## config.mk

```make
export PLATFORM = sky130hd
export DESIGN_NAME = rrx_exec
export DESIGN_NICKNAME = d
export VERILOG_FILES = /design/src/verilog/rrx_pkg.sv /design/src/verilog/rrx_stack.sv /design/src/verilog/rrx_exec.sv
export SDC_FILE = /design/constraint.sdc
export NUM_CORES = 1
export LEC_CHECK = 0
export BUFFER_PORTS_ARGS = -buffer_cell sky130_fd_sc_hd__buf_2
export CAP_MARGIN = 10
export CORE_MARGIN = 2
export CORE_UTILIZATION = 49
export CTS_CLUSTER_DIAMETER = 150
export DETAILED_ROUTE_END_ITERATION = 6
export PLACE_DENSITY = 0.68
export SLEW_MARGIN = 10
export SYNTH_ARGS = -nofsm -noshare
export SYNTH_HDL_FRONTEND = slang
export SYNTH_SLANG_ARGS = --single-unit
```

## constraint.sdc

```tcl
create_clock -name CLK -period 5.63 [get_ports CLK]
set_input_delay 0.8445 -clock CLK [delete_from_list [all_inputs] [get_ports CLK]]
set_output_delay 0.8445 -clock CLK [all_outputs]
set_load 0.01 [all_outputs]
```

## src/verilog/rrx_pkg.sv

```systemverilog
// Package: constants and types of the return and reset execution block
`default_nettype none
package rrx_pkg;
   // Widths and depths
   localparam int RRX_PC_W = 21;
   localparam int RRX_BANK_W = 4;
   localparam int RRX_DEPTH = 31;
   localparam int RRX_SP_W = 5;
   // Register map, 4-bit address, 8-bit data
   localparam logic [3:0] RRX_A_CTRL = 4'h0;
   localparam logic [3:0] RRX_A_W = 4'h1;
   localparam logic [3:0] RRX_A_STATUS = 4'h2;
   localparam logic [3:0] RRX_A_BANK = 4'h3;
   localparam logic [3:0] RRX_A_SHW = 4'h4;
   localparam logic [3:0] RRX_A_SHFLAGS = 4'h5;
   localparam logic [3:0] RRX_A_SHBANK = 4'h6;
   localparam logic [3:0] RRX_A_INTEN = 4'h7;
   localparam logic [3:0] RRX_A_PCL = 4'h8;
   localparam logic [3:0] RRX_A_PCH = 4'h9;
   localparam logic [3:0] RRX_A_PCU = 4'ha;
   localparam logic [3:0] RRX_A_PCHLAT = 4'hb;
   localparam logic [3:0] RRX_A_PCULAT = 4'hc;
   localparam logic [3:0] RRX_A_STACK = 4'hd;
   localparam logic [3:0] RRX_A_LAST = 4'he;
   // Field positions
   localparam int RRX_CTRL_HISEL = 0;
   localparam int RRX_INT_HIGH = 7;
   localparam int RRX_INT_LOW = 6;
   localparam int RRX_SP_FULL = 7;
   localparam int RRX_SP_UNDER = 6;
   // Reset values
   localparam logic [7:0] RRX_W_RST = 8'h00;
   localparam logic [7:0] RRX_STATUS_RST = 8'h00;
   localparam logic [RRX_BANK_W-1:0] RRX_BANK_RST = 4'h0;
   localparam logic [RRX_PC_W-1:0] RRX_PC_RST = 21'h00000;
   localparam logic [7:0] RRX_CTRL_RST = 8'h00;
   localparam logic [7:0] RRX_LATCH_RST = 8'h00;
   localparam logic RRX_INTEN_RST = 1'b0;
   // Opcodes
   localparam logic [15:0] RRX_OP_RESET = 16'h00ff;
   localparam logic [15:0] RRX_OP_RFI = 16'h0010;
   localparam logic [15:0] RRX_OP_RETURN = 16'h0012;
   localparam logic [15:0] RRX_OP_SMASK = 16'hfffe;
   localparam logic [7:0] RRX_OP_RLW = 8'h0c;
   // Last executed opcode class
   localparam logic [7:0] RRX_LAST_NONE = 8'h00;
   localparam logic [7:0] RRX_LAST_RFI = 8'h01;
   localparam logic [7:0] RRX_LAST_RLW = 8'h02;
   localparam logic [7:0] RRX_LAST_RSUB = 8'h03;
   localparam logic [7:0] RRX_LAST_UNK = 8'hff;
   // Quarter phases
   localparam logic [1:0] RRX_Q1 = 2'h0;
   localparam logic [1:0] RRX_Q2 = 2'h1;
   localparam logic [1:0] RRX_Q4 = 2'h3;
   // Types
   typedef enum logic [1:0] {RRX_IDLE, RRX_EXEC, RRX_SECOND} rrx_fsm_t;
   typedef struct packed {
      logic [7:0] w;
      logic [7:0] status;
      logic [RRX_BANK_W-1:0] bank;
   } rrx_ctx_t;
   typedef struct packed {
      logic stb;
      logic [RRX_PC_W-1:0] addr;
   } rrx_push_t;
   typedef struct packed {
      logic [3:0] addr;
      logic [7:0] wdata;
      logic wr;
      logic rd;
   } rrx_bus_t;
endpackage : rrx_pkg
`default_nettype wire

```

## src/verilog/rrx_stack.sv

```systemverilog
// Return address stack with pointer and overflow flags
`default_nettype none
module rrx_stack
   import rrx_pkg::*;
#(
   parameter int DEPTH = RRX_DEPTH,
   parameter int AW = RRX_PC_W,
   parameter int SPW = RRX_SP_W
)
(
   // Clock and reset
   input wire logic clk,
   input wire logic reset,
   // Push and pop
   input wire logic push,
   input wire logic [AW-1:0] push_addr,
   input wire logic pop,
   // Stack state
   output logic [AW-1:0] top,
   output logic [SPW-1:0] level,
   output logic full,
   output logic underflow
);
   typedef struct packed {
      logic [SPW-1:0] sp;
      logic full;
      logic under;
   } rrx_stk_t;

   rrx_stk_t st_q;
   rrx_stk_t st_d;
   logic [AW-1:0] mem_q [DEPTH];
   logic at_top;
   logic at_bot;

   assign at_top = st_q.sp == SPW'(DEPTH);
   assign at_bot = st_q.sp == '0;
   // Empty stack returns zero, like a cleared entry
   assign top = at_bot ? '0 : mem_q[st_q.sp - 1'b1];
   assign level = st_q.sp;
   assign full = st_q.full;
   assign underflow = st_q.under;

   always_comb
   begin
      st_d = st_q;
      if (push && pop && !at_bot)
         st_d.sp = st_q.sp;
      else if (pop)
      begin
         if (at_bot)
            st_d.under = 1'b1;
         else
            st_d.sp = st_q.sp - 1'b1;
      end
      else if (push)
      begin
         if (at_top)
            st_d.full = 1'b1;
         else
            st_d.sp = st_q.sp + 1'b1;
      end
   end

   always_ff @(posedge clk)
   begin
      if (reset)
         st_q <= '0;
      else
         st_q <= st_d;
   end

   // Array kept out of reset; only the pointer matters
   always_ff @(posedge clk)
   begin
      if (push && pop && !at_bot)
         mem_q[st_q.sp - 1'b1] <= push_addr;
      else if (push && !pop && !at_top)
         mem_q[st_q.sp] <= push_addr;
   end
endmodule : rrx_stack
`default_nettype wire

```

## src/verilog/rrx_exec.sv

```systemverilog
// Execution of the software reset and the three return instructions
`default_nettype none
// Function
// - Reset opcode restores all reset values at Q2
// - Interrupt return pops stack into PC
// - Interrupt return sets high or low enable
// - Interrupt return restores shadows when s set
// - Interrupt return alters status flags only when s set
// - Returns never touch the PC latches
// - Literal return writes W at Q4
// - Literal return pops stack into PC
// - Subroutine return pops stack, flags kept when s clear
// - Subroutine return restores shadows when s set
module rrx_exec
   import rrx_pkg::*;
#(
   parameter int DEPTH = RRX_DEPTH
)
(
   // Clock and reset
   input wire logic CLK,
   input wire logic RESET,
   // Instruction in, taken at Q1
   input wire logic INSTR_VALID,
   input wire logic [15:0] INSTR,
   // Pushes from call and interrupt logic
   input wire rrx_push_t PUSH,
   // Register port
   input wire rrx_bus_t REG_REQ,
   output logic [7:0] RDATA,
   // Core state
   output logic [RRX_PC_W-1:0] PC,
   output logic [7:0] W,
   output logic [7:0] STATUS,
   output logic [RRX_BANK_W-1:0] BANK,
   output logic INT_EN_HIGH,
   output logic INT_EN_LOW,
   output logic SOFT_RESET_OUT,
   output logic BUSY,
   output logic [1:0] QPHASE
);
   typedef struct packed {
      rrx_fsm_t fsm;
      logic [1:0] q;
      logic [15:0] ir;
      rrx_ctx_t live;
      rrx_ctx_t shadow;
      logic int_hi;
      logic int_lo;
      logic [RRX_PC_W-1:0] pc;
      logic [7:0] pc_hi_lat;
      logic [7:0] pc_up_lat;
      logic [7:0] ctrl;
      logic [7:0] last_op;
      logic [7:0] rdata;
      logic soft_rst;
      logic busy;
   } rrx_st_t;

   function automatic rrx_st_t rrx_rst_val();
      rrx_st_t r;
      r = '0;
      r.fsm = RRX_IDLE;
      r.q = RRX_Q1;
      r.live.w = RRX_W_RST;
      r.live.status = RRX_STATUS_RST;
      r.live.bank = RRX_BANK_RST;
      r.shadow.w = RRX_W_RST;
      r.shadow.status = RRX_STATUS_RST;
      r.shadow.bank = RRX_BANK_RST;
      r.int_hi = RRX_INTEN_RST;
      r.int_lo = RRX_INTEN_RST;
      r.pc = RRX_PC_RST;
      r.pc_hi_lat = RRX_LATCH_RST;
      r.pc_up_lat = RRX_LATCH_RST;
      r.ctrl = RRX_CTRL_RST;
      r.last_op = RRX_LAST_NONE;
      return r;
   endfunction : rrx_rst_val

   rrx_st_t st_q;
   rrx_st_t st_d;
   logic pop;
   logic is_rst;
   logic is_rfi;
   logic is_rsub;
   logic is_rlw;
   logic shad;
   logic at_q4;
   logic soft_go;
   logic ret_q4;
   logic stk_rst;
   logic [RRX_PC_W-1:0] stk_top;
   logic [RRX_SP_W-1:0] stk_level;
   logic stk_full;
   logic stk_under;

   // Decode of the held instruction word
   assign is_rst = st_q.ir == RRX_OP_RESET;
   assign is_rfi = (st_q.ir & RRX_OP_SMASK) == RRX_OP_RFI;
   assign is_rsub = (st_q.ir & RRX_OP_SMASK) == RRX_OP_RETURN;
   assign is_rlw = st_q.ir[15:8] == RRX_OP_RLW;
   assign shad = st_q.ir[0];
   assign at_q4 = st_q.fsm == RRX_EXEC && st_q.q == RRX_Q4;
   assign soft_go = st_q.fsm == RRX_EXEC && st_q.q == RRX_Q2 && is_rst;
   assign ret_q4 = at_q4 && (is_rfi || is_rsub || is_rlw);
   // Stack pointer is cleared by either reset source
   assign stk_rst = RESET || soft_go;

   rrx_stack #(
      .DEPTH(DEPTH),
      .AW(RRX_PC_W),
      .SPW(RRX_SP_W)
   ) u_stack (
      .clk(CLK),
      .reset(stk_rst),
      .push(PUSH.stb),
      .push_addr(PUSH.addr),
      .pop(pop),
      .top(stk_top),
      .level(stk_level),
      .full(stk_full),
      .underflow(stk_under)
   );

   always_comb
   begin
      st_d = st_q;
      pop = 1'b0;
      st_d.q = st_q.q + 2'h1;
      st_d.soft_rst = 1'b0;
      st_d.rdata = 8'h00;
      if (REG_REQ.rd)
      begin
         case (REG_REQ.addr)
            RRX_A_CTRL: st_d.rdata = st_q.ctrl;
            RRX_A_W: st_d.rdata = st_q.live.w;
            RRX_A_STATUS: st_d.rdata = st_q.live.status;
            RRX_A_BANK: st_d.rdata = 8'(st_q.live.bank);
            RRX_A_SHW: st_d.rdata = st_q.shadow.w;
            RRX_A_SHFLAGS: st_d.rdata = st_q.shadow.status;
            RRX_A_SHBANK: st_d.rdata = 8'(st_q.shadow.bank);
            RRX_A_INTEN:
            begin
               st_d.rdata[RRX_INT_HIGH] = st_q.int_hi;
               st_d.rdata[RRX_INT_LOW] = st_q.int_lo;
            end
            RRX_A_PCL: st_d.rdata = st_q.pc[7:0];
            RRX_A_PCH: st_d.rdata = st_q.pc[15:8];
            RRX_A_PCU: st_d.rdata = 8'(st_q.pc[RRX_PC_W-1:16]);
            RRX_A_PCHLAT: st_d.rdata = st_q.pc_hi_lat;
            RRX_A_PCULAT: st_d.rdata = st_q.pc_up_lat;
            RRX_A_STACK:
            begin
               st_d.rdata[RRX_SP_FULL] = stk_full;
               st_d.rdata[RRX_SP_UNDER] = stk_under;
               st_d.rdata[RRX_SP_W-1:0] = stk_level;
            end
            RRX_A_LAST: st_d.rdata = st_q.last_op;
            default: st_d.rdata = 8'h00;
         endcase
      end
      // Instruction effects below override a write in the same cycle
      if (REG_REQ.wr)
      begin
         case (REG_REQ.addr)
            RRX_A_CTRL: st_d.ctrl = REG_REQ.wdata;
            RRX_A_W: st_d.live.w = REG_REQ.wdata;
            RRX_A_STATUS: st_d.live.status = REG_REQ.wdata;
            RRX_A_BANK: st_d.live.bank = REG_REQ.wdata[RRX_BANK_W-1:0];
            RRX_A_SHW: st_d.shadow.w = REG_REQ.wdata;
            RRX_A_SHFLAGS: st_d.shadow.status = REG_REQ.wdata;
            RRX_A_SHBANK: st_d.shadow.bank = REG_REQ.wdata[RRX_BANK_W-1:0];
            RRX_A_INTEN:
            begin
               st_d.int_hi = REG_REQ.wdata[RRX_INT_HIGH];
               st_d.int_lo = REG_REQ.wdata[RRX_INT_LOW];
            end
            RRX_A_PCHLAT: st_d.pc_hi_lat = REG_REQ.wdata;
            RRX_A_PCULAT: st_d.pc_up_lat = REG_REQ.wdata;
            default: st_d.ctrl = st_q.ctrl;
         endcase
      end
      case (st_q.fsm)
         RRX_IDLE:
         begin
            if (st_q.q == RRX_Q1 && INSTR_VALID)
            begin
               st_d.ir = INSTR;
               st_d.fsm = RRX_EXEC;
            end
         end
         RRX_EXEC:
         begin
            if (soft_go)
            begin
               st_d = rrx_rst_val();
               st_d.soft_rst = 1'b1;
            end
            else if (at_q4)
            begin
               st_d.fsm = RRX_IDLE;
               st_d.last_op = RRX_LAST_UNK;
               if (ret_q4)
               begin
                  pop = 1'b1;
                  // Only PC reloads; both latches keep their value
                  st_d.pc = stk_top;
                  st_d.fsm = RRX_SECOND;
               end
               if (is_rfi)
               begin
                  st_d.last_op = RRX_LAST_RFI;
                  if (st_q.ctrl[RRX_CTRL_HISEL])
                     st_d.int_hi = 1'b1;
                  else
                     st_d.int_lo = 1'b1;
               end
               if (is_rsub)
                  st_d.last_op = RRX_LAST_RSUB;
               // Flags change only through the shadow restore
               if ((is_rfi || is_rsub) && shad)
                  st_d.live = st_q.shadow;
               if (is_rlw)
               begin
                  st_d.last_op = RRX_LAST_RLW;
                  st_d.live.w = st_q.ir[7:0];
               end
            end
         end
         RRX_SECOND:
         begin
            // Idle cycle while the new fetch is under way
            if (st_q.q == RRX_Q4)
               st_d.fsm = RRX_IDLE;
         end
         default: st_d.fsm = RRX_IDLE;
      endcase
      st_d.busy = st_d.fsm != RRX_IDLE;
   end

   always_ff @(posedge CLK)
   begin
      if (RESET)
         st_q <= rrx_rst_val();
      else
         st_q <= st_d;
   end

   assign RDATA = st_q.rdata;
   assign PC = st_q.pc;
   assign W = st_q.live.w;
   assign STATUS = st_q.live.status;
   assign BANK = st_q.live.bank;
   assign INT_EN_HIGH = st_q.int_hi;
   assign INT_EN_LOW = st_q.int_lo;
   assign SOFT_RESET_OUT = st_q.soft_rst;
   assign BUSY = st_q.busy;
   assign QPHASE = st_q.q;
endmodule : rrx_exec
`default_nettype wire

```

==> impl_results.md <==
* DR vias/cell at a little over 6
* Required time of the critical path at 5.86 ns
* Asr flop ratio synth at 0%
* Commonest non-fill, non-tap cell in the layout: edfxtp_1
* Cells after synthesis at between 1,500 and 2,000
* Post-CTS resize count at 0
* Syn Area/Cell at 16.4 sq um
* Setup TNS at 0 ns
* Fmax at 249 MHz
* Post-DP HPWL at about 50,000 um
* Root buf cell: clkbuf_16
* Crit path max fanout at 33
* Post-DRT Antenna Nets at 0
* Area leader, netlist: edfxtp_1
* Syn-to-layout area delta at 12.5%
* Pre-antenna DRT Iters at 5
* Top_reg_cell synth: edfxtp_1
* CTS tree: yes
* Cell row count at 92
* Endpoints failing setup at 0
* Peak supply drop at between 0.2 and 0.3 mV
* RSZ-0062 raised after global routing: no
* # port buffers at around 110
* Clock Latency Late Sink at between 0.6 and 0.7 ns
* Pwr per Cell Area at between 300 and 400 mW/mm^2
* Hold Path Class: reg2reg
* Starting Density at approximately half
* CTS buffer count at 79
* First-pass GRT wire length at between 100,000 and 150,000 um
* Synth unique cells at between 70 and 80
* Routed len/inst at between 20 and 30 um
* Mapped Area at 0.0314 sq mm
* Synthesized net count at about 2,000
* Kind of critical path: reg2reg
* Lkg Pwr at between 10 and 15 nW
* Worst-Margin Slew at approximately 1.2 ns
* Vias in the first global route at roughly 18,000
* Final min period at 4.02 ns
* Final period util at between 70% and 80%
* Setup crit start kind: flip-flop
* Post-route setup slack at around 1.6 ns
* Postcts setup bufs at 0
* Clock transition at the registers of the reported paths at roughly 0.070 ns
* Drt total wl at 80,400 um
* Outcome: complete, no violations
* EDFF count, synth at around 650
* Post-synth top area share at between 60% and 70%
* Slew Limit Fails at 0
* Gpl congestion at between 0.9 and 1
* Ranking of synthesized cells by area: edfxtp_1 62%, mux4_2 10%, dfxtp_1 8.1%
* Worst Skew at 0.0304 ns
* I/O pin count at 110
* GRT Overall Usage at roughly 24%
* Slew HR at ~20%
* Dpl ws at approximately 1.4 ns
* Worst EP arrival at between 4 and 5 ns
* Hold-fix buffer count after cts at 0
* Final hold vios at 0
* Endpoint class of the critical path: flip-flop
* Core Area at approximately 0.063 sq mm
* Num Clock Sinks at between 700 and 800
* Layout cells sized above 1 at 24.4%
* Die extent in y at between 200 and 300 um
* Seq/Total Area, Yosys at a little over two thirds
* DIE WIDTH at around 260 um
* Antenna violations before repair at 5
* Nets at 2,048
* Synthesis Warnings at 0
* Pin count of the biggest net entering global routing at just over 100
* Total gr overflow at 0
* Die area at around 0.066 sq mm
* Yosys reg bits at roughly 780
* DR iter-0 viols at 2,301
* Via count at between 15,000 and 20,000
* Max_cap viols at 0
* Fill cells at roughly 4,800
* Commonest cells after routing, fill and taps aside: 651 x edfxtp_1, 141 x mux4_2, 126 x dfxtp_1, 125 x nor2_1, 122 x nand2_1
* # DRC at 0
* Max clock buf depth at 3
* CTS H-tree lvls at 3
critical path, cell delays in order, from the launching register on:
cell	delay, ns
dfxtp_4	0.75
inv_1	0.28
ha_1	0.38
nor3b_2	0.22
xor2_2	0.53
nand3_1	0.14
nor2_1	0.14
a41oi_1	0.14
nor2_2	1.04
Yosys cell counts, drive strengths merged (39+ instances only):
| cell | n |
|---|---|
| edfxtp | 651 |
| nor2 | 158 |
| mux4 | 141 |
| dfxtp | 127 |
| nand2 | 123 |
| mux2i | 99 |
| buf | 91 |
| clkbuf | 71 |
| a21oi | 67 |
| a22oi | 66 |
| o21ai | 40 |
| nand3 | 39 |
where the power goes:
| group | internal [mW] | switching, mW |
|---|---|---|
| clock | 3.16 | 2.18 |
| combinational | 0.434 | 0.846 |
| sequential | 6.33 | 0.0540 |
| total | 9.92 | 3.08 |
final timing paths:
kind                                     endpoint  cells past startpoint  slack [ns]                          start
setup reg to reg  u_stack.mem_q[28][10]$_DFFE_PP_                      8        1.61  u_stack.level[0]$_SDFFE_PP0P_
setup / recovery  u_stack.mem_q[28][10]$_DFFE_PP_                      8        1.61  u_stack.level[0]$_SDFFE_PP0P_
hold / removal             st_q[114]$_SDFFE_PP0P_                      2        0.46         st_q[114]$_SDFFE_PP0P_
hold reg to reg            st_q[114]$_SDFFE_PP0P_                      2        0.46         st_q[114]$_SDFFE_PP0P_
stage by stage:
| stage | utilization, % | area (sq um) | hold WS [ns] | total power, mW | instances |
|---|---|---|---|---|---|
| finish | 56.0 | 35400 | 0.462 | 13.0 | 2897 |
| global route | 55.9 | 35400 | 0.468 | 13.4 | 2896 |
| CTS | 55.9 | 35300 | 0.452 | 13.1 | 2896 |
| detailed placement | 51.7 | 32700 | 0.460 | 7.78 | 2751 |
| global placement | 51.7 | 32700 | 0.449 | 7.76 | 2751 |
| floorplan | - | 31400 | 0.431 | 7.25 | 1916 |
registers in the layout (all words and copies together), names as in the netlist:
| name | count |
|---|---|
| W | 8 |
| PC | 21 |
| u_stack.level | 5 |
| u_stack.mem_q | 651 |
| st_q | 64 |
| shad | 1 |
| u_stack.full | 1 |
| BUSY | 1 |
| QPHASE | 2 |
| INT_EN_LOW | 1 |
| INT_EN_HIGH | 1 |
| RDATA | 8 |
| BANK | 4 |
| STATUS | 8 |
| SOFT_RESET_OUT | 1 |
| u_stack.underflow | 1 |
logic make-up after synthesis:
group | after synthesis | share of synthesized area, %
AO/OA/AOI/OAI | 281 | 6.22
XOR/XNOR | 8 | 0.271
adder cells (fa/ha/maj) | 7 | 0.279
buffers and inverters | 173 | 2.81
flip-flops | 778 | 70.3
multiplexers | 269 | 14.3
AND/OR/NAND/NOR | 400 | 5.84
layer usage:
metal,wire length [um],GRT usage (%),vias up
met2,38600,38.8,830
met3,6680,4.66,145
met5,23,0,-
met1,32900,34.6,9260
met4,2200,7.17,4
li1,-,-,7674
cell type report:
cell class	instances	area, sq um	share of cell area (%)
multi-input cells	965	8610	24.3
clock inverters	45	484	1.37
diodes	1	2.50	0.00708
repair buffers	151	898	2.54
inverters	11	41.3	0.117
flip-flops and latches	778	22100	62.5
well taps	846	1060	2.99
clock buffers	100	2170	6.14
(Power assumes the default switching activity.)
